File: src/pcc_pkg.sv
// Package with register map, field positions and reset values of the card configuration registers.
package pcc_pkg;
   localparam logic [10:0] ADDR_OPTION      = 11'h7F0;
   localparam logic [10:0] ADDR_STATUS      = 11'h7F2;
   localparam logic [7:0]  OPTION_RESET     = 8'h40;
   localparam logic [7:0]  STATUS_RESET     = 8'h00;
   localparam int          BIT_SOFT_RESET   = 7;
   localparam int          BIT_LEVEL_IRQ    = 6;
   localparam int          IDX_MSB          = 5;
   localparam int          BIT_CHANGED      = 7;
   localparam int          BIT_BYTE_IO      = 5;
   localparam int          BIT_POWER_DOWN   = 2;
   localparam logic [5:0]  IDX_RESET        = 6'h00;
   localparam logic [7:0]  STATUS_UNUSED    = 8'h5B;
   typedef enum logic [1:0] {PCC_RUN, PCC_STANDBY, PCC_SHUTDOWN} pcc_power_t;
endpackage

File: src/pcc_bit_reg.sv
// Resettable register slice with write enable and synchronous soft clear.
`timescale 1ns/10ps
module pcc_bit_reg #(
   parameter int              WIDTH = 1,
   parameter logic [WIDTH-1:0] INIT = '0
) (
   input  wire logic             i_sys_clk,
   input  wire logic             i_reset,
   input  wire logic             i_clear,
   input  wire logic             i_we,
   input  wire logic [WIDTH-1:0] i_d,
   output logic      [WIDTH-1:0] o_q
);
   always_ff @(posedge i_sys_clk or posedge i_reset) begin
      if (i_reset) begin
         o_q <= INIT;
      end else if (i_clear) begin
         o_q <= INIT;
      end else if (i_we) begin
         o_q <= i_d;
      end
   end
endmodule // pcc_bit_reg

File: src/pcc_config_regs.sv
// Card configuration option and status registers reached through attribute memory.
// Operation
// - While soft reset bit is 1, device is held as if in hardware reset.
// - Soft reset also resets LAN core pointers and registers.
// - Writing soft reset 0 leaves reset in the post hardware reset state.
// - Level interrupt indicator bit 6 reads 1 in I/O mode, ignores writes.
// - Option bits 5..0 are a writable readable configuration index.
// - Status bit 7 mirrors pin replacement bit 5, ignores writes.
// - Status bits 6, 4, 3 read 0 and ignore writes.
// - Status bits 1, 0 read 0 and ignore writes.
// - Byte I/O select 0 gives word transfers and clears LAN byte width bit.
// - Byte I/O select 1 gives byte transfers and sets LAN byte width bit.
// - Clearing power down request ends standby, standby bit goes 1; shutdown is kept.
// - Setting power down request drives standby bit 0, entering standby.
// - With buffer management bit 4 set, power down enters shutdown instead.
// - Accesses use even addresses and low data byte; odd addresses invalid.
// - State change flag shows the ready busy bit toggled.
`timescale 1ns/10ps
module pcc_config_regs
   import pcc_pkg::*;
(
   input  wire logic        i_sys_clk,
   input  wire logic        i_reset,
   input  wire logic [10:0] i_attr_addr,
   input  wire logic        i_attr_write,
   input  wire logic [7:0]  i_attr_wdata,
   input  wire logic        i_io_card_mode,
   input  wire logic        i_ready_busy_change_flag,
   input  wire logic        i_shutdown_enable,
   output logic      [7:0]  o_attr_rdata,
   output logic             o_core_reset,
   output logic             o_lan_byte_width_bit,
   output logic             o_lan_standby_bit,
   output logic             o_shutdown,
   output logic      [5:0]  o_config_index_field,
   output logic             o_byte_io_select
);
   ////////////////////////////////////////////////////////////////////////////
   logic       soft_reset_bit;
   logic [5:0] config_index_field;
   logic       byte_io_select;
   logic       power_down_request;
   pcc_power_t power_state;
   pcc_power_t next_power_state;
   logic [7:0] next_rdata;

   // Odd addresses never decode, so they neither write nor read a register.
   wire sel_option = (i_attr_addr == ADDR_OPTION);
   wire sel_status = (i_attr_addr == ADDR_STATUS);
   wire wr_option  = i_attr_write && sel_option;
   wire wr_status  = i_attr_write && sel_status;
   // The reset bit stays writable during soft reset so the host can release it.
   wire soft_hold  = soft_reset_bit;
   wire level_irq_indicator = i_io_card_mode;

   ////////////////////////////////////////////////////////////////////////////
   pcc_bit_reg #(.WIDTH(1), .INIT(OPTION_RESET[BIT_SOFT_RESET])) u_srst (
      .i_sys_clk (i_sys_clk),
      .i_reset   (i_reset),
      .i_clear   (1'h0),
      .i_we      (wr_option),
      .i_d       (i_attr_wdata[BIT_SOFT_RESET]),
      .o_q       (soft_reset_bit)
   );
   pcc_bit_reg #(.WIDTH(6), .INIT(IDX_RESET)) u_index (
      .i_sys_clk (i_sys_clk),
      .i_reset   (i_reset),
      .i_clear   (soft_hold),
      .i_we      (wr_option),
      .i_d       (i_attr_wdata[IDX_MSB:0]),
      .o_q       (config_index_field)
   );
   pcc_bit_reg #(.WIDTH(1), .INIT(STATUS_RESET[BIT_BYTE_IO])) u_byte (
      .i_sys_clk (i_sys_clk),
      .i_reset   (i_reset),
      .i_clear   (soft_hold),
      .i_we      (wr_status),
      .i_d       (i_attr_wdata[BIT_BYTE_IO]),
      .o_q       (byte_io_select)
   );
   pcc_bit_reg #(.WIDTH(1), .INIT(STATUS_RESET[BIT_POWER_DOWN])) u_pwr (
      .i_sys_clk (i_sys_clk),
      .i_reset   (i_reset),
      .i_clear   (soft_hold),
      .i_we      (wr_status),
      .i_d       (i_attr_wdata[BIT_POWER_DOWN]),
      .o_q       (power_down_request)
   );

   ////////////////////////////////////////////////////////////////////////////
   // Shutdown stops the oscillator, so only a reset may leave it.
   always_comb begin
      next_power_state = power_state;
      case (power_state)
         PCC_RUN: begin
            if (power_down_request) begin
               next_power_state = i_shutdown_enable ? PCC_SHUTDOWN : PCC_STANDBY;
            end
         end
         PCC_STANDBY: begin
            if (!power_down_request) begin
               next_power_state = PCC_RUN;
            end
         end
         PCC_SHUTDOWN: begin
            next_power_state = PCC_SHUTDOWN;
         end
         default: begin
            next_power_state = PCC_RUN;
         end
      endcase
      if (soft_hold) begin
         next_power_state = PCC_RUN;
      end
   end

   always_ff @(posedge i_sys_clk or posedge i_reset) begin
      if (i_reset) begin
         power_state <= PCC_RUN;
      end else begin
         power_state <= next_power_state;
      end
   end

   ////////////////////////////////////////////////////////////////////////////
   wire [7:0] option_view = {soft_reset_bit, level_irq_indicator, config_index_field};
   wire [7:0] status_view = {i_ready_busy_change_flag, 1'h0, byte_io_select, 2'h0,
                             power_down_request, 2'h0};

   assign next_rdata = sel_option ? option_view :
                       sel_status ? status_view : 8'h00;

   always_ff @(posedge i_sys_clk or posedge i_reset) begin
      if (i_reset) begin
         o_attr_rdata <= 8'h00;
      end else begin
         o_attr_rdata <= next_rdata;
      end
   end

   assign o_core_reset         = soft_hold;
   assign o_lan_byte_width_bit = byte_io_select;
   assign o_lan_standby_bit    = (power_state == PCC_RUN);
   assign o_shutdown           = (power_state == PCC_SHUTDOWN);
   assign o_config_index_field = config_index_field;
   assign o_byte_io_select     = byte_io_select;

   ////////////////////////////////////////////////////////////////////////////
   property p_soft_clears;
      @(posedge i_sys_clk) disable iff (i_reset)
      soft_reset_bit |=> (config_index_field == IDX_RESET) && !byte_io_select && !power_down_request;
   endproperty
   a_soft_clears: assert property (p_soft_clears) else $error("Soft reset did not clear state.");

   property p_core_reset;
      @(posedge i_sys_clk) disable iff (i_reset)
      (wr_option && i_attr_wdata[BIT_SOFT_RESET]) |=> o_core_reset;
   endproperty
   a_core_reset: assert property (p_core_reset) else $error("Core reset not raised.");

   property p_release;
      @(posedge i_sys_clk) disable iff (i_reset)
      (soft_reset_bit && wr_option && !i_attr_wdata[BIT_SOFT_RESET]) |=> !o_core_reset && o_lan_standby_bit;
   endproperty
   a_release: assert property (p_release) else $error("Soft reset release failed.");

   property p_level_read;
      @(posedge i_sys_clk) disable iff (i_reset)
      (sel_option && i_io_card_mode) |=> o_attr_rdata[BIT_LEVEL_IRQ];
   endproperty
   a_level_read: assert property (p_level_read) else $error("Level interrupt bit read wrong.");

   property p_index_write;
      @(posedge i_sys_clk) disable iff (i_reset)
      (wr_option && !soft_reset_bit) |=> (config_index_field == $past(i_attr_wdata[IDX_MSB:0]));
   endproperty
   a_index_write: assert property (p_index_write) else $error("Index not stored.");

   property p_status_zero;
      @(posedge i_sys_clk) disable iff (i_reset)
      sel_status |=> ((o_attr_rdata & STATUS_UNUSED) == 8'h00);
   endproperty
   a_status_zero: assert property (p_status_zero) else $error("Unused status bits not zero.");

   property p_changed;
      @(posedge i_sys_clk) disable iff (i_reset)
      sel_status |=> (o_attr_rdata[BIT_CHANGED] == $past(i_ready_busy_change_flag));
   endproperty
   a_changed: assert property (p_changed) else $error("Changed bit does not mirror flag.");

   property p_width;
      @(posedge i_sys_clk) disable iff (i_reset)
      (wr_status && !soft_reset_bit) |=> (o_lan_byte_width_bit == $past(i_attr_wdata[BIT_BYTE_IO]));
   endproperty
   a_width: assert property (p_width) else $error("Byte width bit wrong.");

   property p_standby;
      @(posedge i_sys_clk) disable iff (i_reset)
      (wr_status && !soft_reset_bit && i_attr_wdata[BIT_POWER_DOWN] && power_state == PCC_RUN)
         |=> ##1 !o_lan_standby_bit;
   endproperty
   a_standby: assert property (p_standby) else $error("Standby not entered.");

   property p_wake;
      @(posedge i_sys_clk) disable iff (i_reset)
      (power_state == PCC_STANDBY && !power_down_request && !soft_reset_bit) |=> o_lan_standby_bit;
   endproperty
   a_wake: assert property (p_wake) else $error("Standby not left.");

   property p_shutdown;
      @(posedge i_sys_clk) disable iff (i_reset)
      (power_state == PCC_RUN && power_down_request && i_shutdown_enable && !soft_reset_bit) |=> o_shutdown;
   endproperty
   a_shutdown: assert property (p_shutdown) else $error("Shutdown not entered.");

   property p_odd;
      @(posedge i_sys_clk) disable iff (i_reset)
      i_attr_addr[0] |=> (o_attr_rdata == 8'h00);
   endproperty
   a_odd: assert property (p_odd) else $error("Odd address returned data.");

   property p_level_off;
      @(posedge i_sys_clk) disable iff (i_reset)
      (sel_option && !i_io_card_mode) |=> !o_attr_rdata[BIT_LEVEL_IRQ];
   endproperty
   a_level_off: assert property (p_level_off) else $error("Level bit set outside I/O mode.");

   property p_index_read;
      @(posedge i_sys_clk) disable iff (i_reset)
      sel_option |=> (o_attr_rdata[IDX_MSB:0] == $past(config_index_field));
   endproperty
   a_index_read: assert property (p_index_read) else $error("Index read back wrong.");

   property p_soft_read;
      @(posedge i_sys_clk) disable iff (i_reset)
      sel_option |=> (o_attr_rdata[BIT_SOFT_RESET] == $past(soft_reset_bit));
   endproperty
   a_soft_read: assert property (p_soft_read) else $error("Soft reset bit read back wrong.");

   property p_byte_read;
      @(posedge i_sys_clk) disable iff (i_reset)
      sel_status |=> (o_attr_rdata[BIT_BYTE_IO] == $past(byte_io_select));
   endproperty
   a_byte_read: assert property (p_byte_read) else $error("Byte select read back wrong.");

   property p_power_read;
      @(posedge i_sys_clk) disable iff (i_reset)
      sel_status |=> (o_attr_rdata[BIT_POWER_DOWN] == $past(power_down_request));
   endproperty
   a_power_read: assert property (p_power_read) else $error("Power down bit read back wrong.");

   property p_soft_power;
      @(posedge i_sys_clk) disable iff (i_reset)
      soft_reset_bit |=> o_lan_standby_bit && !o_shutdown;
   endproperty
   a_soft_power: assert property (p_soft_power) else $error("Soft reset left power down active.");

   property p_soft_keep;
      @(posedge i_sys_clk) disable iff (i_reset)
      (soft_reset_bit && !wr_option) |=> soft_reset_bit;
   endproperty
   a_soft_keep: assert property (p_soft_keep) else $error("Soft reset bit lost its value.");

   property p_shutdown_keep;
      @(posedge i_sys_clk) disable iff (i_reset)
      (o_shutdown && !soft_reset_bit) |=> o_shutdown;
   endproperty
   a_shutdown_keep: assert property (p_shutdown_keep) else $error("Shutdown left without reset.");

   property p_width_keep;
      @(posedge i_sys_clk) disable iff (i_reset)
      (!wr_status && !soft_reset_bit) |=> $stable(o_lan_byte_width_bit);
   endproperty
   a_width_keep: assert property (p_width_keep) else $error("Byte width bit changed unasked.");

   property p_index_keep;
      @(posedge i_sys_clk) disable iff (i_reset)
      (!wr_option && !soft_reset_bit) |=> $stable(config_index_field);
   endproperty
   a_index_keep: assert property (p_index_keep) else $error("Index changed unasked.");

   property p_unmapped;
      @(posedge i_sys_clk) disable iff (i_reset)
      (!sel_option && !sel_status) |=> (o_attr_rdata == 8'h00);
   endproperty
   a_unmapped: assert property (p_unmapped) else $error("Unmapped address returned data.");

   property p_run_keep;
      @(posedge i_sys_clk) disable iff (i_reset)
      (power_state == PCC_RUN && !power_down_request) |=> o_lan_standby_bit;
   endproperty
   a_run_keep: assert property (p_run_keep) else $error("Standby entered without request.");

   property p_standby_only;
      @(posedge i_sys_clk) disable iff (i_reset)
      (power_state == PCC_RUN && power_down_request && !i_shutdown_enable && !soft_reset_bit)
         |=> !o_lan_standby_bit && !o_shutdown;
   endproperty
   a_standby_only: assert property (p_standby_only) else $error("Standby request gave wrong mode.");

   property p_byte_set;
      @(posedge i_sys_clk) disable iff (i_reset)
      (wr_status && !soft_reset_bit && i_attr_wdata[BIT_BYTE_IO]) |=> o_byte_io_select && o_lan_byte_width_bit;
   endproperty
   a_byte_set: assert property (p_byte_set) else $error("Byte mode not selected.");
endmodule // pcc_config_regs

File: config.mk
export PLATFORM = sky130hd
export DESIGN_NAME = pcc_config_regs
export DESIGN_NICKNAME = d
export VERILOG_FILES = /design/src/pcc_pkg.sv /design/src/pcc_bit_reg.sv /design/src/pcc_config_regs.sv
export SDC_FILE = /design/constraint.sdc
export NUM_CORES = 1
export LEC_CHECK = 0
export ABC_AREA = 1
export BUFFER_PORTS_ARGS = -buffer_cell sky130_fd_sc_hd__buf_2
export CAP_MARGIN = 30
export CELL_PAD_IN_SITES_DETAIL_PLACEMENT = 0
export CELL_PAD_IN_SITES_GLOBAL_PLACEMENT = 1
export CORE_ASPECT_RATIO = 1.25
export CORE_MARGIN = 2
export CORE_UTILIZATION = 30
export DETAILED_ROUTE_END_ITERATION = 6
export PLACE_DENSITY = 0.8
export SLEW_MARGIN = 30
export SYNTH_ARGS = -nofsm -noshare
export SYNTH_HDL_FRONTEND = slang
export SYNTH_SLANG_ARGS = --single-unit
File: constraint.sdc
create_clock -name i_sys_clk -period 1.4 [get_ports i_sys_clk]
set_input_delay 0.14 -clock i_sys_clk [delete_from_list [all_inputs] [get_ports i_sys_clk]]
set_output_delay 0.14 -clock i_sys_clk [all_outputs]
set_load 0.005 [all_outputs]
==> key figures, run 1 <==
Run status
  – Status: completed

Critical path
  – Crit path capture: power_state[0]
  – Worst Path Arrival: 1330 ps
  – R2r setup slk: 290 ps
  – CP endpoint kind: flop
  – RR Endpoint: power_state[0]
  – Worst-case reg-to-reg path depth: 2
  – Setup CP Type: flop to flop
  – First element of the critical path: u_srst.o_q
  – Startpoint types: flop
  – Reg2Reg Launch Point: u_srst.o_q
  – Critical Path RT: 1630 ps
  – Critical Path Fanout Max: 14

Timing
  – Final Skew: 7.211 ps
  – Setup WS post-layout: 292.6 ps
  – RSZ-0062 raised after global routing: no
  – Fmax: 903.0 MHz
  – Hold Fails Final Rpt: 0
  – Final setup violation count: 0
  – Final setup TNS: 0 ps
  – Relative slew margins: 71.49%
  – Hold WS: 45.82 ps
  – Fin crit share: 79.10%
  – Slew Viols, Final: 0
  – Worst-Margin Slew: 427.2 ps
  – Min Tclk post-route: 1107 ps

Clocking
  – Worst-Skew Late Latency: 290 ps
  – CTS Hold Bufs: 1
  – Postcts setup bufs: 0
  – # resized after CTS: 0
  – Clock Sinks: 19
  – CTS Buffer Depth: 2
  – CTS Buf Count: 3
  – Clock root buffer: clkbuf_4
  – H-Tree Depth: 1
  – Worst-path clk slew: 110 ps
  – CTS tree: built

Detailed routing
  – # DRC: 0
  – DR pass1 iterations: 4
  – Vias: 818
  – WL per Instance: 9.888 um
  – Iter 0 DRT Violations: 12
  – Avg Vias per Cell: 4.351
  – Total wire length: 1.859 mm
  – Final ANT Viol Nets: 0

Placed design
  – IO Port Bufs: 42
  – DPL Wire Length: 1.481 mm
  – Placed cell area: 1147 sq um
  – GP Congestion: 0.7046
  – DP Cell Count: 183
  – Placement Setup Slack: 308.7 ps

Power
  – Pwr Density: 761.9 nW/um^2
  – Worst IR drop on VDD: 0.0004467 V
  – P_leak: 0.7154 nW

Die
  – Row Count: 22
  – Chip width: 53.05 um
  – Die area: 3464 sq um
  – Core box area: 2890 sq um
  – Starting Density: 31.21%
  – Die height: 65.31 um
  – IO Pins: 44

Synth
  – Post-Synthesis Cells: 107
  – Seq cells post-synth: 19
  – Syn_nets: 132
  – Post-Syn Area per Cell: 8.431 sq um
  – Yosys cell types: 18
  – Post-synthesis sequential area ratio: 52.70%
  – Netlist Area Pre-Place: 902.1 sq um
  – Ys Warns: 0

GRT
  – Vias in the first global route: 763
  – First-pass GRT wire length: 3.105 mm
  – GR Overflow Total: 0
  – Initial antenna violation count: 0
  – All-Layer GR Usage: 12.24%
  – Pin count of the biggest net entering global routing: 20

Worst hold path
  – Hold Crit Class: primary input to flop
  – Hold path depth: 3

Flow run
  – Max Cap Viol: 0

Cells and area
  – Antenna cells: 0
  – Layout cells sized above 1: 36.18%
  – Final std cells w/o fill: 188
  – Design area: 1184 sq um
  – Area Growth Syn to Fin: 31.21%
  – Nets: 178
-- critical path, stage by stage (launching register included) --
cell	delay (ps)
dfrtp_1	450
inv_1	350
o2111a_1	250
-- how the worst min path moves through the flow --
stage                        start              end
floorplan                  i_reset  o_attr_rdata[0]
finish              i_io_card_mode  o_attr_rdata[6]
detailed placement         i_reset  o_attr_rdata[6]
CTS                 i_io_card_mode  o_attr_rdata[6]
global placement           i_reset  o_attr_rdata[7]
global route        i_io_card_mode  o_attr_rdata[6]
-- Yosys cell counts, drive strengths merged --
cell type	count	area share, %
o2111a	1	1.2
dfrtp	19	53
nand4	7	4.9
nor2	17	10
nand2	25	11
a21oi	1	0.55
inv	19	8.2
nand3	12	7.2
buf	3	1.9
o21ai	3	2.1
-- per-layer routing --
layer | global-route usage, % | wire, um | part of all wire [%]
met4 | 7.692 | 27 | 1.5
met2 | 20.78 | 906 | 49
met3 | 2.500 | 142 | 7.6
met5 | 0 | 0 | 0
met1 | 13.54 | 781 | 42
-- cells in the final DEF, fill, tap and decap left out --
| cell type | instances |
|---|---|
| inv_1 | 18 |
| nor2_8 | 1 |
| o21ai_0 | 2 |
| nor2_4 | 1 |
| clkbuf_1 | 1 |
| o2111a_1 | 1 |
| a21oi_1 | 1 |
| buf_2 | 42 |
| nor2_1 | 13 |
| o21ai_2 | 1 |
| nand3_1 | 11 |
| clkbuf_4 | 3 |
| dlygate4sd3_1 | 1 |
| dfrtp_1 | 19 |
| nand2_2 | 2 |
| buf_4 | 1 |
| inv_4 | 1 |
| nand4_1 | 7 |
| nor2_2 | 2 |
| nand2_1 | 23 |
| nand3_2 | 1 |
-- metrics by stage --
stage	total power [W]	utilization, %
after floorplan	0.0006026	-
after global placement	0.0006443	39.70
after detailed placement	0.0006465	39.70
after CTS	0.0009139	40.95
after global routing	0.0009537	40.95
final	0.0009018	40.95
-- cell families (layout without fill, tap and decap cells) --
kind of cell,count (synthesis),after routing,synth area share [%]
and+or+nand+nor,61,61,33.29
DFF,19,19,52.71
AOI/OAI and AO/OA,5,5,3.883
buffers and inverters,22,67,10.13
-- where the power goes --
| group | total [W] | internal, W | switching (W) |
|---|---|---|---|
| Clock | 0.000266 | 0.000111 | 0.000155 |
| Sequential | 0.000553 | 0.000551 | 0.00000229 |
| Combinational | 0.0000830 | 0.0000374 | 0.0000456 |
| Total | 0.000902 | 0.000699 | 0.000203 |
-- layout make-up --
cell class / count / area, sq um
Inverter: 19 / 73.82
Timing Repair Buffer: 44 / 227.7
Clock buffer: 4 / 26.28
Tap cell: 36 / 45.04
Fill cell: 317 / 1707
Sequential cell: 19 / 475.5
Multi-Input combinational cell: 66 / 335.3
-- state kept, by name, summed over array words and instances (netlist names) --
name / flops
o_attr_rdata: 8
power_state: 2
u_byte.o_q: 1
u_index.o_q: 6
u_pwr.o_q: 1
u_srst.o_q: 1
No activity file was read; power rests on OpenSTA's default activity.
==> run 2, diff against run 1 <==
--- a/config.mk
+++ b/config.mk
@@ -12,9 +12,9 @@
 export CELL_PAD_IN_SITES_GLOBAL_PLACEMENT = 1
 export CORE_ASPECT_RATIO = 1.25
 export CORE_MARGIN = 2
-export CORE_UTILIZATION = 30
+export CORE_UTILIZATION = 28
 export DETAILED_ROUTE_END_ITERATION = 6
-export PLACE_DENSITY = 0.8
+export PLACE_DENSITY = 0.78
 export SLEW_MARGIN = 30
 export SYNTH_ARGS = -nofsm -noshare
 export SYNTH_HDL_FRONTEND = slang
==> constraint.sdc (replaced) <==
create_clock -name i_sys_clk -period 0.9 [get_ports i_sys_clk]
set_input_delay 0.09 -clock i_sys_clk [delete_from_list [all_inputs] [get_ports i_sys_clk]]
set_output_delay 0.09 -clock i_sys_clk [all_outputs]
set_load 0.005 [all_outputs]
==> run 2 against run 1 <==
  * The run now ends with negative setup slack left
  * Utilization is 1.1 points higher
  * Non-clock buffer count is 11 higher
  * Clock skew is 6.1 ps lower
  * Sequential cell count stayed put
  * Routed wire length is 4.2% higher
  * Global-route usage is 0.39 points lower
  * Final cell count is 6.4% higher
  * Critical path type is now flop to primary output
  * Design area is 11% higher
  * Via count is 5.6% higher
==> key figures, run 2 (synthesized netlist as in run 1, its figures left out) <==
GRT
  – GR Overflow Total: 0
  – M3 GR Usage: 1.991%
  – GR peak layer: met2
  – Vias in the first global route: 787
  – Grt met1 use: 12.43%
  – Pin count of the biggest net entering global routing: 20
  – All-Layer GR Usage: 11.85%
  – Initial antenna violation count: 0
  – Met2 usage: 20.24%
  – First-pass GRT wire length: 3.167 mm

Timing
  – Final setup violation count: 3
  – Fin crit share: 109.8%
  – Fmax: 1012 MHz
  – Final setup TNS: -212.3 ps
  – Min Tclk post-route: 988.2 ps
  – Slew Viols, Final: 0
  – Final Skew: 1.072 ps
  – RSZ-0062 raised after global routing: yes
  – Hold WS: 38.33 ps
  – Hold Fails Final Rpt: 0
  – Relative slew margins: 83.14%
  – Setup WS post-layout: -88.18 ps
  – Worst-Margin Slew: 252.2 ps

Placed design
  – DPL Wire Length: 1.536 mm
  – GP Congestion: 0.7510
  – IO Port Bufs: 42

Critical path
  – Critical Path Fanout Max: 6
  – Cell family with most CP delay: flip-flops
  – Critical Path RT: 810 ps
  – Critical path's slowest cell: dfrtp_2
  – Startpoint types: flop
  – Worst Path Arrival: 900 ps
  – Buffers & Inverters on Critical Path: 1
  – Setup CP Type: flop to primary output
  – Critical path, cell by cell: buf_6
  – CP endpoint kind: primary output
  – Max incr delay on CP: 500 ps

Die
  – Starting Density: 28.76%
  – Die area: 3695 sq um
  – Chip width: 54.77 um
  – Die height: 67.46 um
  – Row Count: 23
  – Core box area: 3137 sq um
  – IO Pins: 44

Cells and area
  – Most frequent cells in the layout: 41 x buf_2, 23 x nand2_1, 18 x dfrtp_1
  – Most common cell after layout, fill and taps aside: buf_2
  – # fillers: 329
  – Fin util: 42.00%
  – Nets: 189
  – Top Registers: o_attr_rdata (8), u_index.o_q (6), power_state (2)
  – Area Growth Syn to Fin: 46.05%
  – Antenna cells: 0
  – Reg with most FFs: o_attr_rdata
  – Layout cells sized above 1: 44.79%
  – Number of flip-flops in the largest register: 8

Clocking
  – CTS Buf Count: 3
  – H-Tree Depth: 1
  – Clock Sinks: 19
  – CTS Buffer Depth: 2
  – Worst-Skew Late Latency: 250 ps
  – CTS tree: built
  – Clock root buffer: clkbuf_8
  – Worst-path clk slew: 70 ps

Run status
  – Failing checks: negative setup slack
  – Status: finished, violations left

Power
  – Pwr Density: 1210 nW/um^2
  – P_leak: 0.7839 nW
  – Worst IR drop on VDD: 0.0005370 V

Detailed routing
  – Vias: 864
  – Final ANT Viol Nets: 0
  – DR pass1 iterations: 4
  – WL per Instance: 9.685 um
  – Total wire length: 1.937 mm
  – # DRC: 0
  – Avg Vias per Cell: 4.320
  – Iter 0 DRT Violations: 10

Flow run
  – Max Cap Viol: 0

Worst hold path
  – Hold Crit Class: primary input to flop
## run 2: changes by cell type in the layout (fill, tap and decap cells not counted), moves of 2 or more
cell / previous run / this run
buf_4: 1 / 12
clkbuf_4: 3 / 0
clkbuf_8: 0 / 3
inv_1: 18 / 16
nor2_1: 13 / 10
nor2_4: 1 / 3
## run 2: where the power goes
group | leakage (nW) | internal, W | switching (W)
clock network | 0.0255 | 0.000307 | 0.000273
registers | 0.264 | 0.000857 | 0.00000435
logic | 0.495 | 0.0000747 | 0.0000773
total | 0.784 | 0.00124 | 0.000355
## run 2: area by class of cell
class | instances | area (sq um) | area share [%]
Clock inverter | 1 | 5.005 | 0.3799
Clock buffer | 3 | 41.29 | 3.134
Multi-Input combinational cell | 66 | 352.8 | 26.78
Tap cell | 37 | 46.29 | 3.514
Timing Repair Buffer | 55 | 316.6 | 24.03
Inverter | 19 | 78.83 | 5.983
Sequential cell | 19 | 476.7 | 36.18
## run 2: layer usage
metal | vias up | share of wire (%)
li1 | 444 | -
met1 | 379 | 37
met2 | 34 | 52
met3 | 7 | 7.1
met4 | 0 | 3.5
met5 | - | 0
## run 2: timing repair
action,in CTS,in global routing
endpoints found under the hold margin,19,0
pin swaps,0,2
buffers inserted,2,4
hold buffers,1,0
setup endpoints to repair,8,16
resized for setup,3,7
## run 2: per-stage QoR
| stage | total power [W] | std cells | setup slack, ps | area [sq um] |
|---|---|---|---|---|
| after floorplan | 0.0009377 | 107 | 7.350 | 904.6 |
| after global placement | 0.001015 | 189 | -78.43 | 1186 |
| after detailed placement | 0.001020 | 189 | -104.8 | 1186 |
| after CTS | 0.001597 | 196 | -64.47 | 1261 |
| after global routing | 0.001683 | 200 | -143.4 | 1318 |
| final | 0.001594 | 200 | -88.18 | 1318 |
## run 2: worst paths after layout
check,start,to,slack (ps),cells after the start
setup / recovery,u_srst.o_q,o_core_reset,-90,1
hold / removal,i_ready_busy_change_flag,o_attr_rdata[7],40,3
setup reg to reg,power_state[1],power_state[0],0,4
hold reg to reg,u_index.o_q[4],o_attr_rdata[4],510,2
max in group asynchronous,i_reset,u_srst.o_q,300,4
min in group asynchronous,i_reset,power_state[1],390,4
